`src/pdld_cfg.svh`:
```
`ifndef PDLD_CFG_SVH
`define PDLD_CFG_SVH

// ==========================================================
// Register offsets
`define PDLD_OFS_PUMP      10'h010
`define PDLD_OFS_RDIV_LO   10'h011
`define PDLD_OFS_RDIV_HI   10'h012
`define PDLD_OFS_SWALLOW   10'h013
`define PDLD_OFS_MAIN_LO   10'h014
`define PDLD_OFS_MAIN_HI   10'h015
`define PDLD_OFS_PRES_RST  10'h016
`define PDLD_OFS_STAT_SEL  10'h017
`define PDLD_OFS_LOCK_CAL  10'h018
`define PDLD_OFS_SYNC_RST  10'h019
`define PDLD_OFS_LDPIN_FN  10'h01a
`define PDLD_OFS_MON_SEL   10'h01b
`define PDLD_OFS_LOCK_CMP  10'h01d
`define PDLD_OFS_READBACK  10'h01f

// ==========================================================
// Field positions
`define PDLD_CPMODE_LSB    2
`define PDLD_CPCUR_LSB     4
`define PDLD_RDIV_HI_W     6
`define PDLD_SWALLOW_W     6
`define PDLD_MAIN_HI_W     5
`define PDLD_PRES_LSB      0
`define PDLD_BRST_BIT      4
`define PDLD_SHARED_BIT    5
`define PDLD_RRST_BIT      6
`define PDLD_STATSEL_LSB   2
`define PDLD_CALEN_BIT     0
`define PDLD_CALDIV_LSB    1
`define PDLD_DLDOFF_BIT    3
`define PDLD_LOCKTHR_LSB   5
`define PDLD_SYNCEN_LSB    6
`define PDLD_MONSEL_W      5
`define PDLD_CMPEN_BIT     3
`define PDLD_RB_DLD_BIT    0
`define PDLD_RB_CAL_BIT    6

// ==========================================================
// Pin function codes
`define PDLD_LDFN_DLD      6'h00
`define PDLD_LDFN_ALD_LOW  6'h01
`define PDLD_LDFN_ALD_HIGH 6'h02
`define PDLD_LDFN_CLD      6'h04
`define PDLD_SEL_DLD       6'h01
`define PDLD_SEL_CMP       6'h02

// ==========================================================
// Lock counter thresholds, selected by two bits
`define PDLD_THR0          8'h05
`define PDLD_THR1          8'h10
`define PDLD_THR2          8'h40
`define PDLD_THR3          8'hff

// ==========================================================
// Timing
`define PDLD_CLK_PERIOD_PS 25000
`define PDLD_LOCK_WIN_PS   3500
`define PDLD_LOCK_WIN_CYC  (((`PDLD_LOCK_WIN_PS / `PDLD_CLK_PERIOD_PS) > 0) ? \
                            (`PDLD_LOCK_WIN_PS / `PDLD_CLK_PERIOD_PS) : 1)
`define PDLD_CAL_CLOCKS    4400
`define PDLD_REF_MAX       16383

`endif

```
`src/pdld_pkg.sv`:
```
package pdld_pkg;

  typedef enum logic [1:0] {
    PDLD_CP_NORMAL = 2'b00,
    PDLD_CP_HIGHZ  = 2'b01,
    PDLD_CP_UP     = 2'b10,
    PDLD_CP_DOWN   = 2'b11
  } pdld_cp_mode_t;

  typedef enum logic [1:0] {
    PDLD_CAL_IDLE = 2'b00,
    PDLD_CAL_RUN  = 2'b01,
    PDLD_CAL_DONE = 2'b10
  } pdld_cal_state_t;

  typedef struct packed {
    logic [7:0] pumpLoop;
    logic [7:0] refDivLo;
    logic [7:0] refDivHi;
    logic [7:0] swallowCnt;
    logic [7:0] mainCntLo;
    logic [7:0] mainCntHi;
    logic [7:0] presReset;
    logic [7:0] statusSel;
    logic [7:0] lockCal;
    logic [7:0] syncRst;
    logic [7:0] lockPinFn;
    logic [7:0] monitorSel;
    logic [7:0] lockCmp;
  } pdld_regs_t;

  typedef struct packed {
    logic [1:0] refS;
    logic       refPrev;
    logic [1:0] fbS;
    logic       fbPrev;
    logic [1:0] syncS;
    logic       syncPrev;
    logic [1:0] resetS;
    logic [1:0] cmpS;
  } pdld_sync_t;

  typedef struct packed {
    logic       up;
    logic       down;
    logic       highZ;
    logic [2:0] currentSel;
  } pdld_pump_t;

  typedef struct packed {
    pdld_regs_t      regs;
    pdld_sync_t      sync;
    logic [13:0]     rCount;
    logic [6:0]      pCount;
    logic [5:0]      aRemain;
    logic [12:0]     bCount;
    logic            pfdUp;
    logic            pfdDown;
    logic [7:0]      phaseErr;
    logic [7:0]      lockCount;
    logic            digitalLockFlag;
    pdld_cal_state_t calState;
    logic            calArmPrev;
    logic [3:0]      calDiv;
    logic [12:0]     calCount;
    pdld_pump_t      pump;
    logic            ldOut;
    logic            ldOeN;
    logic            ldSource;
    logic            ldDischarge;
    logic            statusPin;
    logic            watchPin;
    logic            outputsHold;
    logic [7:0]      rdData;
  } pdld_state_t;

endpackage

```
`src/pdld_pll_ctrl.sv`:
```
`include "pdld_cfg.svh"

// Functional notes
// Fourteen-bit reference divider; zero divides by one
// Reference counter reset by reset sources, sync release
// Phase comparator gives up/down from divider outputs
// Pump mode: normal, high-Z, force up, down
// Pump current field selects eight equal steps
// Software calibrates after power-up or reset
// Calibration holds distribution outputs static
// Calibration finishes within 4400 calibration clocks
// Calibration clock is reference output divided 2..16
// Completion readback bit set when calibration ends
// A zero gives fixed divide, ratio P*B
// Dual modulus: P+1 for A, total P*B+A
// Software keeps prescaler output within limit
// B range 3..8191, one bypasses counter
// A six bits; B from low, high registers
// Software keeps A not above B
// Sync pin and bits reset P, A, B
// Lock after threshold of consecutive good comparisons
// Single bad comparison declares unlock
// Digital lock routable to lock, status, watch pins
// Current-source lock mode, comparator routable to pins
// Lock pin codes select open-drain analog lock
module pdld_pll_ctrl
  import pdld_pkg::*;
#(
  parameter int CAL_CLOCKS = `PDLD_CAL_CLOCKS
) (
  input  wire logic       sys_clk,
  input  wire logic       rst,
  input  wire logic [9:0] regAddr,
  input  wire logic       regWrEn,
  input  wire logic [7:0] regWrData,
  input  wire logic       regRdEn,
  output logic      [7:0] regRdData,
  input  wire logic       referenceInput,
  input  wire logic       feedbackInput,
  input  wire logic       syncN,
  input  wire logic       resetN,
  input  wire logic       lockComparatorIn,
  output logic            chargePumpUp,
  output logic            chargePumpDown,
  output logic            chargePumpHighZ,
  output logic      [2:0] chargePumpCurrent,
  output logic            lockIndicatorPinOut,
  output logic            lockIndicatorPinOeN,
  output logic            chargedLockIndication,
  output logic            lockPinDischarge,
  output logic            statusPin,
  output logic            referenceWatchPin,
  output logic            outputsHold
);

  localparam logic [12:0] CAL_LAST = 13'(CAL_CLOCKS - 1);
  localparam logic [7:0]  WIN_CYC  = 8'(`PDLD_LOCK_WIN_CYC);

  // ========================================================
  // Helpers
  function automatic logic [6:0] presModulus(input logic [2:0] code);
    logic [6:0] m;
    m = 7'h20;
    unique case (code)
      3'h0:    m = 7'h01;
      3'h1:    m = 7'h02;
      3'h2:    m = 7'h04;
      3'h3:    m = 7'h08;
      3'h4:    m = 7'h10;
      default: m = 7'h20;
    endcase
    return m;
  endfunction

  function automatic logic [7:0] lockThreshold(input logic [1:0] sel);
    logic [7:0] t;
    t = `PDLD_THR0;
    unique case (sel)
      2'b00: t = `PDLD_THR0;
      2'b01: t = `PDLD_THR1;
      2'b10: t = `PDLD_THR2;
      2'b11: t = `PDLD_THR3;
    endcase
    return t;
  endfunction

  pdld_state_t stateReg;
  pdld_state_t stateNext;

  // ========================================================
  // Next state
  always_comb begin
    logic [13:0]   refDiv;
    logic [12:0]   bVal;
    logic [5:0]    aVal;
    logic [6:0]    modulus;
    logic [4:0]    calDivisor;
    logic          refEdge;
    logic          fbEdge;
    logic          syncRise;
    logic          rReset;
    logic          abReset;
    logic          refPulse;
    logic          presPulse;
    logic          fbPulse;
    logic          upNow;
    logic          downNow;
    logic          compare;
    logic          goodCompare;
    logic          dldOff;
    logic          cmpOut;
    logic          aldRaw;
    logic [5:0]    ldFn;
    logic [5:0]    statSel;
    logic [5:0]    monSel;
    pdld_cp_mode_t cpMode;

    stateNext = stateReg;

    // Two-stage synchronisers on every pin; edges look at stage two only
    stateNext.sync.refS     = {stateReg.sync.refS[0], referenceInput};
    stateNext.sync.refPrev  = stateReg.sync.refS[1];
    stateNext.sync.fbS      = {stateReg.sync.fbS[0], feedbackInput};
    stateNext.sync.fbPrev   = stateReg.sync.fbS[1];
    stateNext.sync.syncS    = {stateReg.sync.syncS[0], syncN};
    stateNext.sync.syncPrev = stateReg.sync.syncS[1];
    stateNext.sync.resetS   = {stateReg.sync.resetS[0], resetN};
    stateNext.sync.cmpS     = {stateReg.sync.cmpS[0], lockComparatorIn};
    refEdge  = stateReg.sync.refS[1] & ~stateReg.sync.refPrev;
    fbEdge   = stateReg.sync.fbS[1] & ~stateReg.sync.fbPrev;
    syncRise = stateReg.sync.syncS[1] & ~stateReg.sync.syncPrev;

    refDiv = {stateReg.regs.refDivHi[`PDLD_RDIV_HI_W-1:0], stateReg.regs.refDivLo};
    aVal   = stateReg.regs.swallowCnt[`PDLD_SWALLOW_W-1:0];
    bVal   = {stateReg.regs.mainCntHi[`PDLD_MAIN_HI_W-1:0], stateReg.regs.mainCntLo};
    ldFn   = stateReg.regs.lockPinFn[5:0];
    statSel = stateReg.regs.statusSel[7:`PDLD_STATSEL_LSB];
    monSel  = {1'b0, stateReg.regs.monitorSel[`PDLD_MONSEL_W-1:0]};
    dldOff  = stateReg.regs.lockCal[`PDLD_DLDOFF_BIT];
    cpMode  = pdld_cp_mode_t'(stateReg.regs.pumpLoop[`PDLD_CPMODE_LSB +: 2]);

    // ========================================================
    // Reference divider
    rReset = ~stateReg.sync.resetS[1] | stateReg.regs.presReset[`PDLD_RRST_BIT]
           | stateReg.regs.presReset[`PDLD_SHARED_BIT] | syncRise;
    refPulse = 1'b0;
    if (rReset) begin
      stateNext.rCount = '0;
    end else if (refEdge) begin
      if (stateReg.rCount >= refDiv - 14'h0001 || refDiv == '0) begin
        stateNext.rCount = '0;
        refPulse = 1'b1;
      end else begin
        stateNext.rCount = stateReg.rCount + 14'h0001;
      end
    end

    // ========================================================
    // Feedback divider: prescaler with swallow and main counters
    abReset = stateReg.regs.presReset[`PDLD_BRST_BIT]
            | stateReg.regs.presReset[`PDLD_SHARED_BIT]
            | ((stateReg.regs.syncRst[`PDLD_SYNCEN_LSB +: 2] != 2'b00)
               & ~stateReg.sync.syncS[1]);
    modulus = presModulus(stateReg.regs.presReset[`PDLD_PRES_LSB +: 3]);
    if (stateReg.aRemain != '0 && bVal != 13'h0001) begin
      modulus = modulus + 7'h01;
    end
    presPulse = 1'b0;
    fbPulse   = 1'b0;
    if (abReset) begin
      stateNext.pCount  = '0;
      stateNext.bCount  = '0;
      stateNext.aRemain = aVal;
    end else if (fbEdge) begin
      if (stateReg.pCount >= modulus - 7'h01) begin
        stateNext.pCount = '0;
        presPulse = 1'b1;
      end else begin
        stateNext.pCount = stateReg.pCount + 7'h01;
      end
    end
    if (presPulse) begin
      if (bVal == 13'h0001) begin
        fbPulse = 1'b1;
      end else if (stateReg.bCount >= bVal - 13'h0001) begin
        stateNext.bCount  = '0;
        stateNext.aRemain = aVal;
        fbPulse = 1'b1;
      end else begin
        stateNext.bCount = stateReg.bCount + 13'h0001;
        if (stateReg.aRemain != '0) begin
          stateNext.aRemain = stateReg.aRemain - 6'h01;
        end
      end
    end

    // ========================================================
    // Phase comparator and lock detection
    upNow   = stateReg.pfdUp | refPulse;
    downNow = stateReg.pfdDown | fbPulse;
    compare = upNow & downNow;
    goodCompare = stateReg.phaseErr < WIN_CYC;
    if (compare) begin
      stateNext.pfdUp    = 1'b0;
      stateNext.pfdDown  = 1'b0;
      stateNext.phaseErr = '0;
    end else begin
      stateNext.pfdUp   = upNow;
      stateNext.pfdDown = downNow;
      if ((upNow | downNow) && stateReg.phaseErr != 8'hff) begin
        stateNext.phaseErr = stateReg.phaseErr + 8'h01;
      end
    end
    if (dldOff) begin
      stateNext.lockCount       = '0;
      stateNext.digitalLockFlag = 1'b0;
    end else if (compare) begin
      if (!goodCompare) begin
        stateNext.lockCount       = '0;
        stateNext.digitalLockFlag = 1'b0;
      end else if (stateReg.lockCount >=
                   lockThreshold(stateReg.regs.lockCal[`PDLD_LOCKTHR_LSB +: 2])) begin
        stateNext.digitalLockFlag = 1'b1;
      end else begin
        stateNext.lockCount = stateReg.lockCount + 8'h01;
      end
    end

    // ========================================================
    // Charge pump
    stateNext.pump.currentSel = stateReg.regs.pumpLoop[`PDLD_CPCUR_LSB +: 3];
    unique case (cpMode)
      PDLD_CP_NORMAL: stateNext.pump = '{upNow & ~compare, downNow & ~compare, 1'b0,
                                         stateNext.pump.currentSel};
      PDLD_CP_HIGHZ:  stateNext.pump = '{1'b0, 1'b0, 1'b1, stateNext.pump.currentSel};
      PDLD_CP_UP:     stateNext.pump = '{1'b1, 1'b0, 1'b0, stateNext.pump.currentSel};
      PDLD_CP_DOWN:   stateNext.pump = '{1'b0, 1'b1, 1'b0, stateNext.pump.currentSel};
    endcase

    // ========================================================
    // Calibration sequencer
    stateNext.calArmPrev = stateReg.regs.lockCal[`PDLD_CALEN_BIT];
    calDivisor = 5'h02 << stateReg.regs.lockCal[`PDLD_CALDIV_LSB +: 2];
    unique case (stateReg.calState)
      PDLD_CAL_IDLE: begin
        if (stateReg.regs.lockCal[`PDLD_CALEN_BIT] && !stateReg.calArmPrev) begin
          stateNext.calState = PDLD_CAL_RUN;
          stateNext.calDiv   = '0;
          stateNext.calCount = '0;
        end
      end
      PDLD_CAL_RUN: begin
        if (!stateReg.regs.lockCal[`PDLD_CALEN_BIT]) begin
          stateNext.calState = PDLD_CAL_IDLE;
        end else if (refPulse) begin
          if ({1'b0, stateReg.calDiv} == calDivisor - 5'h01) begin
            stateNext.calDiv = '0;
            if (stateReg.calCount == CAL_LAST) begin
              stateNext.calState = PDLD_CAL_DONE;
            end else begin
              stateNext.calCount = stateReg.calCount + 13'h0001;
            end
          end else begin
            stateNext.calDiv = stateReg.calDiv + 4'h1;
          end
        end
      end
      PDLD_CAL_DONE: begin
        // Clearing the start bit re-arms; a new 0 to 1 write recalibrates
        if (!stateReg.regs.lockCal[`PDLD_CALEN_BIT]) begin
          stateNext.calState = PDLD_CAL_IDLE;
        end
      end
      default: stateNext.calState = PDLD_CAL_IDLE;
    endcase
    stateNext.outputsHold = (stateNext.calState == PDLD_CAL_RUN);

    // ========================================================
    // Lock, status and watch pins
    cmpOut = stateReg.regs.lockCmp[`PDLD_CMPEN_BIT] & stateReg.sync.cmpS[1];
    aldRaw = upNow | downNow;
    stateNext.ldOut       = 1'b0;
    stateNext.ldOeN       = 1'b0;
    stateNext.ldSource    = 1'b0;
    stateNext.ldDischarge = 1'b0;
    unique case (ldFn)
      `PDLD_LDFN_DLD: begin
        stateNext.ldOut = stateNext.digitalLockFlag;
      end
      `PDLD_LDFN_ALD_LOW: begin
        stateNext.ldOut = 1'b1;
        stateNext.ldOeN = ~aldRaw;
      end
      `PDLD_LDFN_ALD_HIGH: begin
        stateNext.ldOut = 1'b0;
        stateNext.ldOeN = ~aldRaw;
      end
      `PDLD_LDFN_CLD: begin
        // Pin is a current source here, so the digital driver stays off
        stateNext.ldOeN       = 1'b1;
        stateNext.ldSource    = stateNext.digitalLockFlag;
        stateNext.ldDischarge = ~stateNext.digitalLockFlag;
      end
      default: stateNext.ldOeN = 1'b1;
    endcase
    stateNext.statusPin = (statSel == `PDLD_SEL_DLD) ? stateNext.digitalLockFlag :
                          (statSel == `PDLD_SEL_CMP) ? cmpOut : 1'b0;
    stateNext.watchPin  = (monSel == `PDLD_SEL_DLD) ? stateNext.digitalLockFlag :
                          (monSel == `PDLD_SEL_CMP) ? cmpOut : 1'b0;

    // ========================================================
    // Register access; writes take effect at once
    if (regWrEn) begin
      unique case (regAddr)
        `PDLD_OFS_PUMP:     stateNext.regs.pumpLoop   = regWrData;
        `PDLD_OFS_RDIV_LO:  stateNext.regs.refDivLo   = regWrData;
        `PDLD_OFS_RDIV_HI:  stateNext.regs.refDivHi   = regWrData;
        `PDLD_OFS_SWALLOW:  stateNext.regs.swallowCnt = regWrData;
        `PDLD_OFS_MAIN_LO:  stateNext.regs.mainCntLo  = regWrData;
        `PDLD_OFS_MAIN_HI:  stateNext.regs.mainCntHi  = regWrData;
        `PDLD_OFS_PRES_RST: stateNext.regs.presReset  = regWrData;
        `PDLD_OFS_STAT_SEL: stateNext.regs.statusSel  = regWrData;
        `PDLD_OFS_LOCK_CAL: stateNext.regs.lockCal    = regWrData;
        `PDLD_OFS_SYNC_RST: stateNext.regs.syncRst    = regWrData;
        `PDLD_OFS_LDPIN_FN: stateNext.regs.lockPinFn  = regWrData;
        `PDLD_OFS_MON_SEL:  stateNext.regs.monitorSel = regWrData;
        `PDLD_OFS_LOCK_CMP: stateNext.regs.lockCmp    = regWrData;
        default: ;
      endcase
    end
    if (regRdEn) begin
      unique case (regAddr)
        `PDLD_OFS_PUMP:     stateNext.rdData = stateReg.regs.pumpLoop;
        `PDLD_OFS_RDIV_LO:  stateNext.rdData = stateReg.regs.refDivLo;
        `PDLD_OFS_RDIV_HI:  stateNext.rdData = stateReg.regs.refDivHi;
        `PDLD_OFS_SWALLOW:  stateNext.rdData = stateReg.regs.swallowCnt;
        `PDLD_OFS_MAIN_LO:  stateNext.rdData = stateReg.regs.mainCntLo;
        `PDLD_OFS_MAIN_HI:  stateNext.rdData = stateReg.regs.mainCntHi;
        `PDLD_OFS_PRES_RST: stateNext.rdData = stateReg.regs.presReset;
        `PDLD_OFS_STAT_SEL: stateNext.rdData = stateReg.regs.statusSel;
        `PDLD_OFS_LOCK_CAL: stateNext.rdData = stateReg.regs.lockCal;
        `PDLD_OFS_SYNC_RST: stateNext.rdData = stateReg.regs.syncRst;
        `PDLD_OFS_LDPIN_FN: stateNext.rdData = stateReg.regs.lockPinFn;
        `PDLD_OFS_MON_SEL:  stateNext.rdData = stateReg.regs.monitorSel;
        `PDLD_OFS_LOCK_CMP: stateNext.rdData = stateReg.regs.lockCmp;
        `PDLD_OFS_READBACK: begin
          stateNext.rdData = '0;
          stateNext.rdData[`PDLD_RB_DLD_BIT] = stateReg.digitalLockFlag;
          stateNext.rdData[`PDLD_RB_CAL_BIT] = (stateReg.calState == PDLD_CAL_DONE);
        end
        default: stateNext.rdData = '0;
      endcase
    end
  end

  // ========================================================
  // State register; sync stages reset to idle pin levels
  always_ff @(posedge sys_clk or posedge rst) begin
    if (rst) begin
      stateReg                  <= '0;
      stateReg.sync.syncS       <= 2'b11;
      stateReg.sync.syncPrev    <= 1'b1;
      stateReg.sync.resetS      <= 2'b11;
      stateReg.ldOeN            <= 1'b0;
      stateReg.calState         <= PDLD_CAL_IDLE;
    end else begin
      stateReg <= stateNext;
    end
  end

  assign regRdData             = stateReg.rdData;
  assign chargePumpUp          = stateReg.pump.up;
  assign chargePumpDown        = stateReg.pump.down;
  assign chargePumpHighZ       = stateReg.pump.highZ;
  assign chargePumpCurrent     = stateReg.pump.currentSel;
  assign lockIndicatorPinOut   = stateReg.ldOut;
  assign lockIndicatorPinOeN   = stateReg.ldOeN;
  assign chargedLockIndication = stateReg.ldSource;
  assign lockPinDischarge      = stateReg.ldDischarge;
  assign statusPin             = stateReg.statusPin;
  assign referenceWatchPin     = stateReg.watchPin;
  assign outputsHold           = stateReg.outputsHold;

endmodule

```
`config.mk`:
```
export PLATFORM = sky130hd
export DESIGN_NAME = pdld_pll_ctrl
export DESIGN_NICKNAME = d
export VERILOG_FILES = /design/src/pdld_pkg.sv /design/src/pdld_pll_ctrl.sv
export VERILOG_INCLUDE_DIRS = /design/src
export SDC_FILE = /design/constraint.sdc
export NUM_CORES = 1
export LEC_CHECK = 0
export BUFFER_PORTS_ARGS = -buffer_cell sky130_fd_sc_hd__buf_2
export CAP_MARGIN = 20
export CORE_MARGIN = 2
export CORE_UTILIZATION = 60
export CTS_CLUSTER_SIZE = 28
export DETAILED_ROUTE_END_ITERATION = 7
export PLACE_DENSITY = 0.77
export REMOVE_ABC_BUFFERS = 1
export SLEW_MARGIN = 20
export SYNTH_ARGS = -nofsm -noshare
export SYNTH_HDL_FRONTEND = slang
export SYNTH_SLANG_ARGS = --single-unit
```
`constraint.sdc`:
```
create_clock -name sys_clk -period 12.9 [get_ports sys_clk]
set_input_delay 2.58 -clock sys_clk [delete_from_list [all_inputs] [get_ports sys_clk]]
set_output_delay 2.58 -clock sys_clk [all_outputs]
set_load 0.02 [all_outputs]
```
==> results.yml, run 1 <==
status:
  status: "complete, no violations"
cts:
  cts_buffers: 24
  clkSinkCount: 217
  cts_tree: "done"
  h-tree-depth: 1
  max-clock-path-buffers: 3
  insertion_delay_ns: 0.53
  cts_resized: 0
  cts_setup_buffers: 0
  cts_hold_buf: 0
  clockRootBuffer: "clkbuf_16"
  path_clk_slew_ns: 0.06
worst_setup_path:
  critical_path_arrival_ns: 5.62
  criticalPathCategory: "register to register"
  cp_max_fo: 17
  critPathCaptureType: "register"
  start_kind: "register"
  cp.required_ns: 13.30
final_layout:
  num_antenna_cells: 0
  areaGrowthSynthToFinish_pct: 9.64
  stdcell_count: 1416
  fillers: 1504
  drive_gt1_share_pct: 20.4
  fin_nets: 1225
  final_area_um2: 12800
global_routing:
  grt_max_degree: 148
  gr-total-overflow: 0
  grt_pass1_wl_um: 44500
  grt_util_met3_pct: 3.90
  grt_util_met1_pct: 37.8
  grt_util_met2_pct: 44.0
  grt_busiest_layer: "met2"
  gr-usage-all-layers_pct: 27.2
  antenna_found_initial: 0
  grt_pass1_vias: 8502
place:
  dp_hpwl_um: 18900
  dp_slack_ns: 7.75
  place_area_um2: 12100
  placedCellCount: 1377
  globalplace.congestion: 0.935
  port_buffers: 47
sta:
  fin_crit_sh_pct: 40.5
  relSlewSlack_pct: 33.9
  hold_viol: 0
  rsz0062_at_grt: "no"
  slew_viol_final: 0
  fin_ws_ns: 7.68
  setup_viol: 0
  tightest_slew_ns: 0.991
  tns_ns: 0
  fin_crit_ns: 5.22
  worst_clock_skew_ns: 0.0150
  fmax_mhz: 192
synth:
  yosys_warnings: 0
  ys_top_cells_by_area: "dfrtp_1, mux2_2, ha_1"
  synth_ff_type: "dfrtp_1"
  synth-edff-count: 0
  synth_top_area_share_pct: 45.5
  synth_seq_cells: 217
  synthArstFlopShare_pct: 100
  netlist_area_um2: 11700
  synth_common_cells: "dfrtp_1, mux2_2, nor2_1"
  synth_cells: 1103
  yosysTopAreaCell: "dfrtp_1"
  seq_area_frac_synth_pct: 46.6
  avgSynthCellArea_um2: 10.6
  yosysUniqueCellTypes: 80
  yosysMostFrequentCell: "dfrtp_1"
route:
  ant_nets: 0
  vias_per_cell: 6.25
  wire_per_inst_um: 19.3
  drc: 0
  drt-total-wl_um: 27300
  dr.pass1.iters: 7
  drtIter0Drc: 702
  vias: 8853
floorplan:
  die_area_um2: 20600
  start_util_pct: 60.6
  die_width_um: 143
  io_pins: 48
  core-area_um2: 19300
  die-height_um: 143
  rows: 51
pwr:
  power_mw: 1.67
  powerDensity_nw_per_um2: 130
  peakVddDrop_mv: 0.110
  p_leak_nw: 6.09
worst_hold_path:
  hold_path.class: "register to register"
job:
  drv_cap: 0
[cell usage in the layout (no fill, tap or decap), types with 14 or more instances in the layout]
master / Yosys / layout
nand2_1: 81 / 81
ha_1: 59 / 59
nor2_1: 93 / 93
xnor2_1: 32 / 32
dfrtp_1: 212 / 212
xor2_1: 17 / 17
a21oi_1: 32 / 32
buf_2: 3 / 47
inv_1: 41 / 40
nor3_1: 27 / 27
mux2_2: 105 / 105
nand3_1: 48 / 48
a222oi_1: 20 / 20
clkbuf_16: 0 / 24
nand2b_1: 15 / 15
o21ai_0: 57 / 57
and3_1: 14 / 14
[metal layers]
metal	wire, µm	share of wire, %
met4	980	3.6
met3	1770	6.5
met5	0	0
met1	11800	43
met2	12700	47
[metrics by stage]
| step | hold WS, ns | utilization (%) |
|---|---|---|
| after global placement | 0.335 | 62.6 |
| after CTS | 0.358 | 66.3 |
| final | 0.354 | 66.4 |
| after floorplan | 0.331 | - |
| after global routing | 0.362 | 66.4 |
| after detailed placement | 0.340 | 62.6 |
[area by class of cell]
cell class / instances / area (µm²) / share of cell area [%]
multi-input cells: 804 / 5880 / 45.9
flip-flops and latches: 217 / 5440 / 42.5
clock buffers: 32 / 661 / 5.16
well taps: 265 / 332 / 2.59
repair buffers: 51 / 285 / 2.23
inverters: 41 / 161 / 1.26
clock inverters: 6 / 41.3 / 0.323
[where the power goes]
part / leakage, nW / total, mW / switching (mW) / internal, mW
Combinational: 2.78 / 0.289 / 0.167 / 0.121
Sequential: 2.96 / 0.756 / 0.0392 / 0.717
Clock: 0.350 / 0.624 / 0.268 / 0.356
[critical path, stage by stage (launching register included)]
cell and delay (ns):
dfrtp_1 0.44, or4_4 0.58, nor2_4 0.14, and4b_4 0.30, nor2_1 0.12, xnor2_1 0.27, ha_1 0.27, xnor2_1 0.15
xnor2_1 0.09, ha_1 0.30, nand2_1 0.05, o21ai_0 0.15, a21oi_1 0.09, o21ai_0 0.47, nor4b_4 0.79, nor2_1 0.44
a221o_1 0.44
[sequential cells by signal (all words and copies together), names as in the netlist]
register / cells
stateReg: 187
chargePumpDown: 1
chargePumpHighZ: 1
referenceWatchPin: 1
statusPin: 1
chargePumpCurrent: 3
outputsHold: 1
chargePumpUp: 1
stateNext: 9
regRdData: 8
lockIndicatorPinOut: 1
chargedLockIndication: 1
lockIndicatorPinOeN: 1
lockPinDischarge: 1
[logic make-up after synthesis]
family                   Yosys count  synth area share (%)
XOR/XNOR                          49                  3.68
flip-flops                       217                  46.6
AO/OA/AOI/OAI                    208                  12.5
AND/OR/NAND/NOR                  376                  17.1
buffers and inverters             82                  3.10
multiplexers                     112                  10.7
adder cells (fa/ha/maj)           59                  6.33
[final timing paths]
path / startpoint / endpoint / slack (ns) / cells after the start
worst max-delay path: stateReg[179] / stateReg[78] / 7.68 / 16
worst min-delay path: stateNext[112] / stateNext[110] / 0.35 / 0
worst max register to register: stateReg[179] / stateReg[78] / 7.68 / 16
worst min register to register: stateNext[112] / stateNext[110] / 0.35 / 0
max in group asynchronous: rst / stateReg[177] / 9.18 / 4
min in group asynchronous: rst / stateReg[97] / 2.01 / 2
No activity file was read; power rests on OpenSTA's default activity.
==> run 2, diff against run 1 <==
Settings changed: CORE_UTILIZATION 60 to 56, PLACE_DENSITY 0.77 to 0.75.
Clock period 12.9 ns to 4.7 ns, I/O delays scaled along.
==> run 2 against run 1 <==
Effect of this change: clock-buffer cell count is 3 higher; power grew to 2.9 times the previous value; sequential power grew to 2.8 times the previous value; clock skew is 0.016 ns higher; sequential share of layout area is 0.68 points lower; critical endpoint is now statusPin; largest cell class unchanged.
==> results.yml, run 2 (synthesis gave the netlist of run 1 again) <==
worst_hold_path:
  hold_path.class: "register to register"
  holdCritStartpoint: "stateNext[112]"
worst_setup_path:
  critical_path_arrival_ns: 4.88
  criticalPathCategory: "register to register"
  crit_path_start: "stateReg[179]"
  critPathCaptureType: "register"
  cp.required_ns: 5.08
  cp_max_fo: 6
  reg2reg_from: "stateReg[179]"
  start_kind: "register"
final_layout:
  stdcell_count: 1438
  num_antenna_cells: 0
  areaGrowthSynthToFinish_pct: 11.4
  final_cell_mix: "dfrtp_1, mux2_2, nor2_1"
  largest_register_ffs: 187
  fillers: 1626
  final_common_cell: "dfrtp_1"
  fin_nets: 1236
  drive_gt1_share_pct: 21.8
  max_flop_register: "stateReg"
place:
  port_buffers: 47
  dp_slack_ns: -0.0238
  dp_hpwl_um: 19700
  globalplace.congestion: 0.880
  placedCellCount: 1392
floorplan:
  die-height_um: 148
  die_area_um2: 22000
  core-area_um2: 20400
  io_pins: 48
  rows: 52
  die_width_um: 148
  start_util_pct: 57.3
sta:
  fin_crit_sh_pct: 95.7
  relSlewSlack_pct: 38.6
  fin_crit_ns: 4.50
  worst_clock_skew_ns: 0.0315
  fin_ws_ns: 0.204
  fmax_mhz: 222
  slew_viol_final: 0
  hold_viol: 0
  tightest_slew_ns: 0.921
  setup_viol: 0
route:
  dr.pass1.iters: 6
  wire_per_inst_um: 19.6
  drtIter0Drc: 656
  drt-total-wl_um: 28200
  vias: 8900
  vias_per_cell: 6.19
  ant_nets: 0
  drc: 0
status:
  status: "complete, no violations"
cts:
  cts_tree: "done"
  cts_buffers: 24
  clkSinkCount: 217
  path_clk_slew_ns: 0.07
  h-tree-depth: 1
  max-clock-path-buffers: 3
  clockRootBuffer: "clkbuf_16"
  cts_hold_buf: 0
  insertion_delay_ns: 0.55
global_routing:
  grt_max_degree: 126
  gr-usage-all-layers_pct: 26.1
  grt_pass1_wl_um: 46100
  gr-total-overflow: 0
  grt_pass1_vias: 8864
  antenna_found_initial: 1
pwr:
  peakVddDrop_mv: 0.332
  powerDensity_nw_per_um2: 370
  power_mw: 4.81
  p_leak_nw: 6.18
job:
  drv_cap: 0
[run 2: cell types whose count changed in the layout (fill, tap and decap cells not counted), moves of 2 or more]
cell	previous run	this run
buf_4	3	14
clkinv_2	5	3
clkbuf_8	3	5
clkinvlp_4	0	3
[run 2: repair_timing]
action	4_1_cts	5_1_grt
gates resized for setup	1	6
endpoints found under the setup margin	1	29
pin swaps	0	2
cloned	0	0
buffers inserted	0	2
[run 2: cell type report]
class | count | area, µm² | area share (%)
Clock buffer | 35 | 692 | 5.32
Clock inverter | 9 | 114 | 0.876
Inverter | 41 | 161 | 1.24
Multi-Input combinational cell | 804 | 5910 | 45.5
Sequential cell | 217 | 5440 | 41.8
Tap cell | 270 | 338 | 2.60
Timing Repair Buffer | 62 | 352 | 2.70
[run 2: report_power, final]
part | switching (mW) | leakage [nW] | internal (mW)
Sequential | 0.110 | 2.96 | 1.97
Combinational | 0.484 | 2.84 | 0.374
Clock | 0.786 | 0.383 | 1.09
Total | 1.38 | 6.18 | 3.43
[run 2: per-layer routing]
metal	track usage, %	up-vias	wire [µm]	share of wire [%]
met4	8.52	0	876	3.1
met3	3.90	60	1470	5.2
met5	0	-	0	0
met1	35.0	4417	12100	43
met2	44.0	278	13700	49
li1	-	4145	-	-
[run 2: worst paths after layout]
check / endpoint / slack (ns) / cells past startpoint
min reg2reg: stateNext[110] / 0.35 / 0
max in group asynchronous: stateReg[150] / 3.10 / 3
max reg2reg: statusPin / 0.20 / 18
min: stateNext[110] / 0.35 / 0
max: statusPin / 0.20 / 18
min in group asynchronous: stateReg[94] / 0.53 / 2
[run 2: through the flow]
step / setup TNS, ns / hold slack [ns] / util, % / instance area [µm²]
final: 0 / 0.348 / 63.9 / 13000
after global routing: -0.0766 / 0.362 / 63.9 / 13000
after CTS: 0 / 0.349 / 63.6 / 13000
after detailed placement: -0.0238 / 0.335 / 59.7 / 12100
after global placement: 0 / 0.334 / 59.7 / 12100
after floorplan: -462.05 / 0.331 / - / 11500
[run 2: worst max-delay path, stage by stage, from the launching register on]
cell,delay [ns]
dfrtp_1,0.44
or4_4,0.57
nor2_4,0.13
and4b_4,0.29
nor2_1,0.13
xnor2_1,0.25
ha_2,0.27
xnor2_1,0.16
xnor2_1,0.14
ha_1,0.26
a21oi_1,0.13
o21ai_0,0.11
a21oi_1,0.15
o21ai_0,0.14
a31o_2,0.34
nand3_1,0.16
nor2_1,0.08
o221ai_2,0.38
o21ai_0,0.24
==> run 3, diff against run 2 <==
Settings changed: CORE_UTILIZATION 56 to 60, PLACE_DENSITY 0.75 to 0.78.
Clock period 4.7 ns to 5.53 ns, I/O delays scaled along.
==> run 3 against run 2 <==
Effect of this change: setup slack better by 0.35 ns; critical path depth is 1 lower; utilization is 2.8 points higher; highest routed layer unchanged.
==> results.yml, run 3 (synthesis gave the netlist of run 1 again) <==
global_routing:
  grt_util_met1_pct: 38.3
  grt_busiest_layer: "met2"
  grt_util_met2_pct: 45.2
  gr-total-overflow: 0
  grt_util_met3_pct: 3.80
  grt_pass1_vias: 8585
  gr-usage-all-layers_pct: 27.8
  grt_max_degree: 151
  grt_pass1_wl_um: 45100
  antenna_found_initial: 0
pwr:
  peakVddDrop_mv: 0.209
  p_comb_share_pct: 17.4
  seqPwrFrac_pct: 44.5
  power_mw: 3.96
  powerDensity_nw_per_um2: 309
  switchingPower_mw: 1.14
  clkPwrFrac_pct: 38.1
  p_leak_nw: 6.10
  switching_share_pct: 28.7
  p_int_mw: 2.83
floorplan:
  start_util_pct: 60.6
  core-area_um2: 19300
  io_pins: 48
  rows: 51
  die-height_um: 143
  die_area_um2: 20600
  die_width_um: 143
final_layout:
  num_antenna_cells: 0
  drive_gt1_share_pct: 20.8
  max_flop_register: "stateReg"
  fin_nets: 1228
  areaGrowthSynthToFinish_pct: 10.0
  fillers: 1473
  final_cell_mix: "dfrtp_1, mux2_2, nor2_1"
  final_common_cell: "dfrtp_1"
  stdcell_count: 1424
  largest_register_ffs: 187
cts:
  clockRootBuffer: "clkbuf_16"
  cts_tree: "done"
  cts_buffers: 24
  h-tree-depth: 1
  insertion_delay_ns: 0.53
  cts_setup_buffers: 0
  path_clk_slew_ns: 0.06
  clkSinkCount: 217
  cts_resized: 0
  max-clock-path-buffers: 3
  cts_hold_buf: 0
sta:
  worst_clock_skew_ns: 0.0215
  tightest_slew_ns: 0.955
  setup_viol: 0
  hold_viol: 0
  rsz0062_at_grt: "no"
  slew_viol_final: 0
  relSlewSlack_pct: 36.4
  fmax_mhz: 201
  fin_crit_sh_pct: 90.0
  fin_crit_ns: 4.98
route:
  vias: 8899
  wire_per_inst_um: 19.6
  drc: 0
  drtIter0Drc: 908
  ant_nets: 0
  vias_per_cell: 6.25
  dr.pass1.iters: 7
  drt-total-wl_um: 27900
worst_setup_path:
  critPathCaptureType: "register"
  start_kind: "register"
  criticalPathCategory: "register to register"
  cp_max_fo: 18
  critical_path_arrival_ns: 5.38
  cp.required_ns: 5.93
place:
  globalplace.congestion: 0.883
  port_buffers: 47
  placedCellCount: 1381
  dp_hpwl_um: 19500
worst_hold_path:
  hold_path.class: "register to register"
job:
  drv_cap: 0
status:
  status: "complete, no violations"
==> run 3: worst paths after layout <==
check,start,endpoint,slack (ns),depth (start not counted)
min in group asynchronous,rst,stateReg[82],0.70,2
max in group asynchronous,rst,stateReg[30],3.79,3
worst min register to register,stateNext[112],stateNext[110],0.35,0
worst max-delay path,stateReg[179],stateReg[69],0.55,17
worst max register to register,stateReg[179],stateReg[69],0.55,17
worst min-delay path,stateNext[112],stateNext[110],0.35,0
==> run 3: power by group through the flow <==
stage	sequential [mW]	clock [mW]	combinational, mW
final	1.76	1.51	0.690
after global routing	1.78	1.60	0.788
after CTS	1.76	1.53	0.693
after detailed placement	1.79	0	0.689
after global placement	1.79	0	0.664
after floorplan	1.76	0	0.518
==> run 3: layout make-up <==
| class | instances | area, µm² | share of cell area [%] |
|---|---|---|---|
| repair buffers | 54 | 288 | 2.24 |
| clock inverters | 11 | 100 | 0.779 |
| clock buffers | 32 | 641 | 4.99 |
| well taps | 265 | 332 | 2.58 |
| multi-input cells | 804 | 5880 | 45.8 |
| inverters | 41 | 166 | 1.30 |
| flip-flops and latches | 217 | 5440 | 42.3 |
==> run 3: per-layer routing <==
metal	vias to the layer above	part of all wire, %
met5	-	0
met4	0	3.9
met3	79	5.6
met2	304	48
met1	4377	42
li1	4139	-
==> run 3: metrics by stage <==
| stage | area [µm²] | hold slack [ns] | util, % | TNS [ns] | setup slack [ns] |
|---|---|---|---|---|---|
| global route | 12800 | 0.358 | 66.6 | 0 | 0.0848 |
| detailed placement | 12100 | 0.336 | 62.8 | 0 | 0.588 |
| CTS | 12800 | 0.349 | 66.6 | 0 | 0.558 |
| finish | 12800 | 0.349 | 66.6 | 0 | 0.553 |
| floorplan | 11500 | 0.331 | - | -318.79 | -1.50 |
| global placement | 12100 | 0.335 | 62.8 | 0 | 0.724 |
==> run 3: worst max-delay path: stages (launching register included) <==
cell and delay [ns]:
dfrtp_1 0.44, or4_4 0.57, nor2_4 0.13, and4b_4 0.29, nor2_1 0.12, xnor2_1 0.25
ha_1 0.26, xnor2_1 0.15, xnor2_1 0.09, ha_1 0.29, nand2_1 0.04, o21ai_0 0.13
a21oi_1 0.09, o21ai_0 0.64, nor4b_4 0.43, buf_4 0.25, nand2_2 0.23, o41ai_1 0.44
